## src/cia_pkg.sv

```systemverilog
// Constants and types shared by the interrupt and addressing unit
`default_nettype none

package cia_pkg;

  // ==========================================================
  // Widths
  localparam int PC_W = 10;
  localparam int ADDR_W = 12;
  localparam int SP_W = 4;
  localparam int NUM_SRC = 4;
  localparam int SEL_W = 2;

  // ==========================================================
  // Source indices, 0 is the most urgent
  localparam int SRC_WAKE = 0;
  localparam int SRC_WDOG = 1;
  localparam int SRC_PWM = 2;
  localparam int SRC_TRAP = 3;

  // ==========================================================
  // Stack and reset values
  localparam logic [7:0] STACK_PAGE = 8'h03;
  localparam logic [SP_W-1:0] SP_RESET = 4'hF;
  localparam logic [SP_W-1:0] SP_ONE = 4'h1;
  localparam logic [SP_W-1:0] SP_STEP = 4'h2;
  localparam logic [PC_W-1:0] PC_RESET = 10'h000;

  // ==========================================================
  // Memory spaces and vectors
  localparam logic [ADDR_W-1:0] PROG_BASE = 12'hC00;
  localparam logic [ADDR_W-1:0] VEC_WAKE = 12'hFFA;
  localparam logic [ADDR_W-1:0] VEC_WDOG = 12'hFF6;
  localparam logic [ADDR_W-1:0] VEC_PWM = 12'hFF8;
  localparam logic [ADDR_W-1:0] VEC_TRAP = 12'hFFC;
  localparam int IDX_SPACE_BIT = 10;

  // ==========================================================
  // Timing and operand encodings
  localparam int ENTRY_CYCLES = 5;
  localparam logic [5:0] REL_BIAS = 6'h1F;

  typedef enum logic [3:0] {
    ST_IDLE, ST_E1, ST_E2, ST_E3, ST_E4, ST_E5, ST_R1, ST_R2, ST_R3
  } cia_state_type;

  typedef enum logic [2:0] {
    MODE_INH, MODE_IMM, MODE_DIR, MODE_IDX, MODE_ABS, MODE_REL
  } cia_mode_type;

endpackage

`default_nettype wire

```

## src/cia_arb.sv

```systemverilog
// Fixed priority selection of the pending interrupt source
`default_nettype none

module cia_arb (
  input wire logic [cia_pkg::NUM_SRC-1:0] pend, // Pending sources
  input wire logic mask,                        // Global mask bit
  output logic take,                            // Some source eligible
  output logic [cia_pkg::SEL_W-1:0] sel,        // Winning source
  output logic [cia_pkg::ADDR_W-1:0] vec        // Its vector address
);
  import cia_pkg::*;

  logic [NUM_SRC-1:0] elig;

  always_comb begin
    elig = pend;
    // Maskable sources need the global mask, the trap does not
    elig[SRC_WAKE] = pend[SRC_WAKE] & mask;
    elig[SRC_WDOG] = pend[SRC_WDOG] & mask;
    elig[SRC_PWM] = pend[SRC_PWM] & mask;
    take = |elig;
    sel = '0;
    // Scan from least to most urgent so the lowest index wins
    for (int i = NUM_SRC - 1; i >= 0; i--) begin
      if (elig[i]) begin
        sel = SEL_W'(i);
      end
    end
    case (sel)
      SEL_W'(SRC_WAKE): vec = VEC_WAKE;
      SEL_W'(SRC_WDOG): vec = VEC_WDOG;
      SEL_W'(SRC_PWM): vec = VEC_PWM;
      default: vec = VEC_TRAP;
    endcase
  end

endmodule // cia_arb

`default_nettype wire

```

## src/cia_addr.sv

```systemverilog
// Operand address generation for all addressing modes
`default_nettype none

module cia_addr (
  input wire cia_pkg::cia_mode_type mode,    // Addressing mode
  input wire logic [10:0] x_ptr,             // Index pointer
  input wire logic [7:0] op_a,               // First operand byte
  input wire logic [7:0] op_b,               // Second operand byte
  input wire logic [cia_pkg::PC_W-1:0] pc,   // Current program counter
  output logic [cia_pkg::ADDR_W-1:0] ea,     // Effective address
  output logic [7:0] imm,                    // Immediate operand
  output logic [cia_pkg::PC_W-1:0] jump,     // Jump target
  output logic [1:0] nbytes                  // Operand bytes used
);
  import cia_pkg::*;

  logic [PC_W-1:0] idx_sum;

  always_comb begin
    idx_sum = PC_W'(x_ptr[PC_W-1:0] + {2'h0, op_a});
    ea = '0;
    imm = 8'h00;
    jump = pc;
    nbytes = 2'h0;
    case (mode)
      MODE_IDX: begin
        nbytes = 2'h1;
        // Top pointer bit picks program space, else data space
        if (x_ptr[IDX_SPACE_BIT]) begin
          ea = PROG_BASE | {2'h0, idx_sum};
        end else begin
          ea = {2'h0, idx_sum};
        end
      end
      MODE_DIR: begin
        nbytes = 2'h1;
        ea = {4'h0, op_a};
      end
      MODE_IMM: begin
        nbytes = 2'h1;
        imm = op_a;
      end
      MODE_ABS: begin
        nbytes = 2'h2;
        jump = {op_a[1:0], op_b};
        ea = PROG_BASE | {2'h0, op_a[1:0], op_b};
      end
      MODE_REL: begin
        nbytes = 2'h1;
        // Field 0..63 maps onto displacement -31..+32
        jump = PC_W'(pc + {4'h0, op_a[5:0]} - {4'h0, REL_BIAS});
      end
      default: begin
        nbytes = 2'h0;
      end
    endcase
  end

endmodule // cia_addr

`default_nettype wire

```

## src/cia_core.sv

```systemverilog
// Interrupt entry, return, mask and operand addressing of the core
`default_nettype none

// Behaviour
// - Sign flag copies bit 7 of each arithmetic or logic result.
// - With mask clear, maskable requests stay pending and are not taken.
// - With mask set, a pending maskable request is recognised.
// - Reset clears the mask; only a software instruction sets it.
// - Entry clears the mask after stacking and vector fetch.
// - Entry waits for instruction end, stacks PC, jumps to source vector.
// - Entry from stacking to vector start takes exactly five cycles.
// - Interrupt return pops in reverse order, sets mask, resumes there.
// - Four sources; three masked, the software trap never masked.
// - Software trap always enters, stacking PC and clearing the mask.
// - Simultaneous requests: wake-up, watchdog, PWM timer, trap.
// - Indexed address is 8-bit offset plus low ten pointer bits.
// - Direct mode uses its 8-bit field as data address.
// - Immediate mode carries its 8-bit operand value.
// - Inherent mode uses no operand bytes.
// - Absolute mode builds a 10-bit program address from two bytes.
// - Short relative jump adds a displacement of -31 to +32.
// - Push lowers stack pointer by two, pull raises it by two.
// - Top index pointer bit selects data or program space.
module cia_core (
  input wire logic clk,                         // Instruction clock
  input wire logic reset_n,                     // Synchronous reset
  input wire logic instr_done,                  // Current instr ends
  input wire logic exec_trap,                   // Software trap executed
  input wire logic exec_interrupt_return_instruction,                   // Interrupt return
  input wire logic exec_ret,                    // Subroutine return
  input wire logic exec_mask_set,               // Instr sets mask
  input wire logic exec_mask_clr,               // Instr clears mask
  input wire logic sp_load,                     // Instr loads SP
  input wire logic [cia_pkg::SP_W-1:0] sp_wdata, // New SP value
  input wire logic [cia_pkg::PC_W-1:0] pc_in,   // Return address
  input wire logic wake_edge_request,           // Wake-up edge event
  input wire logic watchdog_timer_request,      // Watchdog timer event
  input wire logic pwm_timer_request,           // PWM timer event
  input wire logic [7:0] mem_rdata,             // Read data, 1 cycle
  input wire logic result_valid,                // ALU result strobe
  input wire logic [7:0] result,                // ALU result
  input wire cia_pkg::cia_mode_type addr_mode,  // Operand mode
  input wire logic [10:0] x_ptr,                // Index pointer
  input wire logic [7:0] op_a,                  // Operand byte one
  input wire logic [7:0] op_b,                  // Operand byte two
  output logic busy,                            // Sequence running
  output logic mem_we,                          // Stack write
  output logic mem_re,                          // Memory read
  output logic [cia_pkg::ADDR_W-1:0] mem_addr,  // Memory address
  output logic [7:0] mem_wdata,                 // Write data
  output logic pc_load,                         // Load PC pulse
  output logic [cia_pkg::PC_W-1:0] pc_target,   // New PC value
  output logic [cia_pkg::SP_W-1:0] stack_ptr,   // Stack pointer
  output logic global_mask,                     // Global mask bit
  output logic sign_flag,                       // Sign flag
  output logic [cia_pkg::NUM_SRC-1:0] pending,  // Pending sources
  output logic [cia_pkg::ADDR_W-1:0] operand_ea, // Effective address
  output logic [7:0] operand_imm,               // Immediate value
  output logic [cia_pkg::PC_W-1:0] jump_target, // Jump destination
  output logic [1:0] operand_bytes              // Operand byte count
);
  import cia_pkg::*;

  // ==========================================================
  // State
  typedef struct packed {
    cia_state_type st;
    logic [NUM_SRC-1:0] pend;
    logic [ADDR_W-1:0] vec;
    logic [7:0] lo;
    logic is_interrupt_return_instruction;
    logic mask;
    logic [SP_W-1:0] sp;
    logic busy;
    logic mem_we;
    logic mem_re;
    logic [ADDR_W-1:0] mem_addr;
    logic [7:0] mem_wdata;
    logic pc_load;
    logic [PC_W-1:0] pc_target;
    logic sign;
    logic [ADDR_W-1:0] ea;
    logic [7:0] imm;
    logic [PC_W-1:0] jump;
    logic [1:0] nbytes;
  } cia_core_type;

  cia_core_type state_r;
  cia_core_type state_nxt;
  logic arb_take;
  logic [SEL_W-1:0] arb_sel;
  logic [ADDR_W-1:0] arb_vec;
  logic [ADDR_W-1:0] a_ea;
  logic [7:0] a_imm;
  logic [PC_W-1:0] a_jump;
  logic [1:0] a_nbytes;
  logic [NUM_SRC-1:0] clr;
  logic [NUM_SRC-1:0] req;

  function automatic logic [ADDR_W-1:0] stack_at(
    input logic [SP_W-1:0] sp
  );
    return {STACK_PAGE, sp};
  endfunction

  // ==========================================================
  // Sub blocks
  cia_arb u_arb (
    .pend(state_r.pend),
    .mask(state_r.mask),
    .take(arb_take),
    .sel(arb_sel),
    .vec(arb_vec)
  );

  cia_addr u_addr (
    .mode(addr_mode),
    .x_ptr(x_ptr),
    .op_a(op_a),
    .op_b(op_b),
    .pc(pc_in),
    .ea(a_ea),
    .imm(a_imm),
    .jump(a_jump),
    .nbytes(a_nbytes)
  );

  // ==========================================================
  // Next state
  always_comb begin
    state_nxt = state_r;
    state_nxt.mem_we = 1'b0;
    state_nxt.mem_re = 1'b0;
    state_nxt.pc_load = 1'b0;
    clr = '0;
    req = '0;
    req[SRC_WAKE] = wake_edge_request;
    req[SRC_WDOG] = watchdog_timer_request;
    req[SRC_PWM] = pwm_timer_request;
    req[SRC_TRAP] = exec_trap;
    if (result_valid) begin
      state_nxt.sign = result[7];
    end
    state_nxt.ea = a_ea;
    state_nxt.imm = a_imm;
    state_nxt.jump = a_jump;
    state_nxt.nbytes = a_nbytes;
    case (state_r.st)
      ST_IDLE: begin
        if (sp_load) begin
          state_nxt.sp = sp_wdata;
        end
        if (exec_mask_set) begin
          state_nxt.mask = 1'b1;
        end else if (exec_mask_clr) begin
          state_nxt.mask = 1'b0;
        end
        if (exec_interrupt_return_instruction || exec_ret) begin
          state_nxt.is_interrupt_return_instruction = exec_interrupt_return_instruction;
          state_nxt.st = ST_R1;
          state_nxt.busy = 1'b1;
          state_nxt.mem_re = 1'b1;
          state_nxt.mem_addr = stack_at(SP_W'(state_r.sp + SP_ONE));
        end else if (instr_done && arb_take) begin
          clr[arb_sel] = 1'b1;
          state_nxt.vec = arb_vec;
          state_nxt.st = ST_E1;
          state_nxt.busy = 1'b1;
          state_nxt.mem_we = 1'b1;
          state_nxt.mem_addr = stack_at(state_r.sp);
          state_nxt.mem_wdata = pc_in[7:0];
          state_nxt.lo = {6'h00, pc_in[9:8]};
        end
      end
      ST_E1: begin
        state_nxt.st = ST_E2;
        state_nxt.mem_we = 1'b1;
        state_nxt.mem_addr = stack_at(SP_W'(state_r.sp - SP_ONE));
        state_nxt.mem_wdata = state_r.lo;
        state_nxt.sp = SP_W'(state_r.sp - SP_STEP);
      end
      ST_E2: begin
        state_nxt.st = ST_E3;
        state_nxt.mem_re = 1'b1;
        state_nxt.mem_addr = state_r.vec;
      end
      ST_E3: begin
        state_nxt.st = ST_E4;
        state_nxt.mem_re = 1'b1;
        state_nxt.mem_addr = ADDR_W'(state_r.vec + 12'h001);
      end
      ST_E4: begin
        state_nxt.st = ST_E5;
        state_nxt.lo = mem_rdata;
      end
      ST_E5: begin
        // Fifth cycle: vector complete, now the mask may drop
        state_nxt.st = ST_IDLE;
        state_nxt.busy = 1'b0;
        state_nxt.pc_load = 1'b1;
        state_nxt.pc_target = {mem_rdata[1:0], state_r.lo};
        state_nxt.mask = 1'b0;
      end
      ST_R1: begin
        state_nxt.st = ST_R2;
        state_nxt.mem_re = 1'b1;
        state_nxt.mem_addr = stack_at(SP_W'(state_r.sp + SP_STEP));
      end
      ST_R2: begin
        state_nxt.st = ST_R3;
        state_nxt.lo = mem_rdata;
      end
      ST_R3: begin
        state_nxt.st = ST_IDLE;
        state_nxt.busy = 1'b0;
        state_nxt.pc_load = 1'b1;
        state_nxt.pc_target = {state_r.lo[1:0], mem_rdata};
        state_nxt.sp = SP_W'(state_r.sp + SP_STEP);
        if (state_r.is_interrupt_return_instruction) begin
          state_nxt.mask = 1'b1;
        end
      end
      default: begin
        state_nxt.st = ST_IDLE;
        state_nxt.busy = 1'b0;
      end
    endcase
    // A new request beats the clear of its own flag
    state_nxt.pend = (state_r.pend & ~clr) | req;
  end

  // ==========================================================
  // Registers
  always_ff @(posedge clk) begin
    if (!reset_n) begin
      state_r <= '0;
      state_r.st <= ST_IDLE;
      state_r.mask <= 1'b0;
      state_r.sp <= SP_RESET;
      state_r.pc_target <= PC_RESET;
    end else begin
      state_r <= state_nxt;
    end
  end

  // ==========================================================
  // Outputs
  assign busy = state_r.busy;
  assign mem_we = state_r.mem_we;
  assign mem_re = state_r.mem_re;
  assign mem_addr = state_r.mem_addr;
  assign mem_wdata = state_r.mem_wdata;
  assign pc_load = state_r.pc_load;
  assign pc_target = state_r.pc_target;
  assign stack_ptr = state_r.sp;
  assign global_mask = state_r.mask;
  assign sign_flag = state_r.sign;
  assign pending = state_r.pend;
  assign operand_ea = state_r.ea;
  assign operand_imm = state_r.imm;
  assign jump_target = state_r.jump;
  assign operand_bytes = state_r.nbytes;

  logic idle_done;
  logic no_ret;
  assign idle_done = (state_r.st == ST_IDLE) && instr_done;
  assign no_ret = !exec_interrupt_return_instruction && !exec_ret;
endmodule // cia_core

`default_nettype wire

```

## config.mk

```make
export PLATFORM = sky130hd
export DESIGN_NAME = cia_core
export DESIGN_NICKNAME = d
export VERILOG_FILES = /design/src/cia_pkg.sv /design/src/cia_arb.sv /design/src/cia_addr.sv /design/src/cia_core.sv
export SDC_FILE = /design/constraint.sdc
export NUM_CORES = 1
export LEC_CHECK = 0
export BUFFER_PORTS_ARGS = -buffer_cell sky130_fd_sc_hd__buf_4
export CORE_MARGIN = 4
export CORE_UTILIZATION = 57
export DETAILED_ROUTE_END_ITERATION = 12
export MAX_ROUTING_LAYER = met4
export PLACE_DENSITY = 0.86
export SLEW_MARGIN = 10
export SYNTH_ARGS = -nofsm -noshare
export SYNTH_HDL_FRONTEND = slang
export SYNTH_SLANG_ARGS = --single-unit
export TNS_END_PERCENT = 20
```

## constraint.sdc

```tcl
create_clock -name clk -period 3.96 [get_ports clk]
set_input_delay 0.198 -clock clk [delete_from_list [all_inputs] [get_ports clk]]
set_output_delay 0.198 -clock clk [all_outputs]
set_load 0.005 [all_outputs]
```

* Word-level counts from Yosys, hierarchy flattened
Index checks and enable logic that the tools add are counted.
** Cells by class
- Add/subtract/negate cells :: 8
- Equality and inequality tests :: 21
- Multiplexer cells :: 39
- Bitwise operators :: 8
- Reduce and logical (&&, ||, !) cells :: 25
- Order comparisons :: 2
** Operator list (number)
- $pmux 12 s5 :: 1
- $pmux 12 s3 :: 1
- $pmux 8 s2 :: 2
- $pmux 4 s7 :: 1
- $mux 12 :: 2
- $mux 4 :: 6
- $mux 8 :: 3
- $pmux 4 s3 :: 2
- $pmux 11 s2 :: 1
- $mux 20 :: 1
- $pmux 10 s2 :: 1
- $eq 4x3->1 const B :: 4
- $add 12x1->12 const B :: 1
- $reduce_and 3->1 :: 4
- $add 10x6->10 :: 1
- $add 10x8->10 :: 1
- $mux 2 :: 5
- $reduce_and 2->1 :: 5
- $sub 10x5->10 const B :: 1
- $eq 4x2->1 const B :: 2
- $ne 2x2->1 const B :: 4
- $reduce_or 4->1 :: 2
- $mux 1 :: 7
- $eq 3x2->1 const B :: 2
- 32 further kinds :: 43
** Storage, ports and cells
- Word-level logic and storage cells :: 122
- Register bits after elaboration :: 94
- Input port bits :: 73
- Output and inout port bits :: 76

* Depth between registers and ports, before layout
- Depth in word-level cells :: 14
- Mapped depth :: 12
- Gate-level depth less buffers :: 12

* Hierarchy
A second synthesis with hierarchy kept.
** Unflattened totals
- Cells, all modules :: 765
- Area total of the unflattened synthesis :: 6150.9 um^2
** By module, submodules not included
- cia_core :: times used 1, cells each 558, area each 4767.1 um^2
- cia_addr :: times used 1, cells each 185, area each 1243.7 um^2
- cia_arb :: times used 1, cells each 22, area each 140.1 um^2

* Worst setup path before layout
No wires, ideal clock.
- Kind :: input to register
- From :: in pc_in[0] (netlist name)
- To :: reg state_r (netlist bit jump_target[7])
- Data arrival time :: 1.766 ns
- Path buffers :: 0
- Slack :: 2.120 ns
- Cell stages on the path :: 12
- Cells stage by stage :: inv_1 > ha_1 > inv_1 > ha_1 > inv_1 > fa_1 > nor2b_1 > o31ai_1 > nand2b_1 > mux2i_1 > nand2_1 > a31oi_1
** Between the ends
- Longest elaborated chain between the ends :: 3
** Ends and longest elaborated chain
- start: declaration :: RTL line cia_core.sv:35 : input wire logic [cia_pkg::PC_W-1:0] pc_in,
- $add 10x6->10 :: RTL line cia_addr.sv:51 : jump = PC_W'(pc + {4'h0, op_a[5:0]} - {4'h0, REL_BIAS});
- $sub 10x5->10 :: RTL line cia_addr.sv:51
- $pmux 10 s2 :: RTL line cia_addr.sv:25 : case (mode)
- end signal: assignment :: RTL line cia_core.sv:242 : state_r <= state_nxt;
- end: declaration :: RTL line cia_core.sv:88 : cia_core_type state_r;
No other way between the ends.
A chain may end at the register's enable or synchronous reset.

* Final worst setup path
- From :: reg state_r[97] (netlist name)
- To :: reg state_r (netlist bit stack_ptr[2])
** Between the ends
- Longest elaborated chain between the ends :: 3
** Ends and longest elaborated chain
- $eq 4x4->1, or another cell as far along :: RTL line cia_core.sv:148 : case (state_r.st)
- $reduce_bool 3->1 (no line) / $ne 2x2->1 (equally long branches)
- $reduce_and 2->1 (no line)
Several ways; a longest one is shown, not always the timed one.

==> results.toml <==
[grt]
grt_pass1_wl_mm = 21.82
met2_usage_pct = 39.76
grt_pass1_vias = 4497
top_usage_layer = "met2"
grt_max_degree = 48
use_met3_pct = 5.400
gr-total-overflow = 0
antenna_found_initial = 0
met1_usage_pct = 31.65
grt_usage_pct = 25.00

[yosys]
async_reset_ff_share_pct = 0
syn-instance-count = 632
synthTopCellsByArea = "dfxtp_1 (33%), buf_4 (10%), ha_1 (6.4%)"
synth_nets = 734
synth_edf_count = 0
seq_area_frac_synth_pct = 32.54
synth_area_per_cell_um2 = 8.372
ys_types = 65
ys.flop_type = "dfxtp_1"
yosysTopAreaCellShare_pct = 32.54
ys_warn_count = 0
synthesis.area_um2 = 5291
synth-seq-cells = 86
yosys.area.top_type = "dfxtp_1"

[pwr]
p_switching_uw = 895.2
p_sw_share_pct = 34.89
internal_power_mw = 1.670
p_clk_share_pct = 25.6
p_leak_nw = 2.668
vdd_drop_max_mv = 0.1967
p_comb_share_pct = 31.8
seq_power_share_pct = 42.6
powerDensity_nw_per_um2 = 427.5

[cts]
postCtsSetupRepairBufs = 0
htree_levels = 3
path_clk_slew_ns = 0.10
cts_resized = 0
clock_latency_ns = 0.36
cts_buffer_depth = 2
clock_sinks = 86
cts_tree = "yes"
ctsHoldBuffers = 0
cts-root-buf = "clkbuf_8"
numCtsBuffers = 9

[min_path]
whs_path_depth = 3
hold_class = "input port to register"
hold_start = "watchdog_timer_request"

[placement]
dp.cells = 778
globalplace.congestion = 0.9226
portBuffers = 141
hpwl_mm = 10.41

[timing]
worst_slew_pin_slew_ns = 1.019
relSlewSlack_pct = 31.90
timing.setup.tns_ns = 0
fmax_ghz = 0.4038
rsz0062_at_grt = "false"
min_period_ns = 2.477
hold_viol_final = 0
maxSlewViolCount = 0
fin_skew_ns = 0.01373
fin_crit_sh_pct = 62.54
finalSetupViolations = 0

[layout]
diodes = 0
fillCellCount = 702
finalNetCount = 783
most-common-layout-cells = "buf_4 (143), dfxtp_1 (86), nand2_1 (67), nor2_1 (43)"
area_delta_synth_final_pct = 13.41
final_common_cell = "buf_4"
drive_above_1_share_pct = 24.93
final_cells = 794

[critical_path]
critPathMaxFanout = 24
endpoint_kind = "register"
r2r.worst_path.cells = 5
reg2reg_from = "state_r[97]"
criticalPathCategory = "register to register"
crit_path_start = "state_r[97]"
required_ns = 4.18
cp.arrival_ns = 2.70
cp-start-kind = "register"

[floorplan]
rows = 34
io_pins = 149
die-height_um = 104.4
die_x_um = 104.4
fp.dieArea_um2 = 10890
core_um2 = 8891
start_util_pct = 59.51

[run_status]
status = "finished, final reports clean"

[drt]
drtAntennaViolNets = 0
post_drt_via_cell_ratio = 5.878
drtIter0Drc = 410
dr.pass1.iters = 6
wl_per_cell_um = 17.36
wl_mm = 13.78
vias = 4667
drcViolationCount = 0

[flow_run]
maxCapViolations = 0
[stage by stage]
step	setup WS (ns)	utilization (%)	total power, mW	hold slack (ns)	instance area [µm²]
4_1_cts	1.496	67.49	2.558	0.03906	6001
3_3_place_gp	1.580	65.18	1.882	0.4010	5796
6_report	1.483	67.49	2.565	0.03859	6001
5_1_grt	1.322	67.49	2.697	0.04291	6001
2_1_floorplan	2.120	-	1.703	0.2751	5291
3_5_place_dp	1.520	65.18	1.914	0.4143	5796
[critical path: stages (launching register included)]
cell and delay [ns]:
dfxtp_1 0.91, nor2b_1 0.34, and2_1 0.54, nor2_1 0.16
a221oi_1 0.27, o211ai_1 0.11
[metal layers]
metal | vias to the layer above | share of wire [%]
met4 | 0 | 2.2
met1 | 2155 | 44
met2 | 224 | 46
met5 | - | 0
li1 | 2259 | -
met3 | 29 | 7.9
[cell families after synthesis]
kind of cell / after synthesis / share of synthesized area [%]
muxes: 11 / 2.081
DFF: 86 / 32.54
AOI/OAI and AO/OA: 172 / 23.27
xor gates and xnor gates: 15 / 2.483
adders and majority gates: 29 / 7.141
and+or+nand+nor: 188 / 17.33
buffers and inverters: 131 / 15.16
[sequential cells by signal, summed over array words and instances (netlist names), 2 cells and up]
signal / count
jump_target: 10
mem_addr: 6
mem_wdata: 8
operand_bytes: 2
operand_ea: 11
operand_imm: 8
pc_target: 10
pending: 4
stack_ptr: 4
state_r: 17
[cell usage after synthesis, drive strengths merged (8+ instances only)]
cell / number
o21ai: 30
a31oi: 8
nor3: 10
nor2: 44
and2: 8
a21boi: 16
ha: 27
buf: 93
nand2b: 11
clkbuf: 12
nand3: 18
a22oi: 21
inv: 26
a311oi: 9
nor2b: 12
mux2i: 11
a21oi: 24
xnor2: 12
nand2: 67
o211ai: 8
dfxtp: 86
[path summary, 6_finish.rpt]
kind | endpoint | slack [ns]
max | stack_ptr[2] | 1.48
min reg2reg | pc_target[0] | 0.47
min | pending[1] | 0.04
max reg2reg | stack_ptr[2] | 1.48
[power by group through the flow]
| stage | clock network [mW] | logic, mW | registers, mW |
|---|---|---|---|
| global route | 0.691 | 0.898 | 1.11 |
| finish | 0.657 | 0.816 | 1.09 |
| global placement | 0 | 0.780 | 1.10 |
| CTS | 0.657 | 0.813 | 1.09 |
| floorplan | 0 | 0.668 | 1.04 |
| detailed placement | 0 | 0.806 | 1.11 |
[layout make-up]
class	count	area, µm²	area share [%]
clock buffers	10	137.6	2.294
clock inverters	6	67.56	1.126
inverters	26	97.59	1.626
multi-input cells	415	2768	46.12
flip-flops and latches	86	1722	28.69
well taps	108	135.1	2.252
repair buffers	143	1074	17.89
Note: power is estimated with default switching activity, not from simulation.
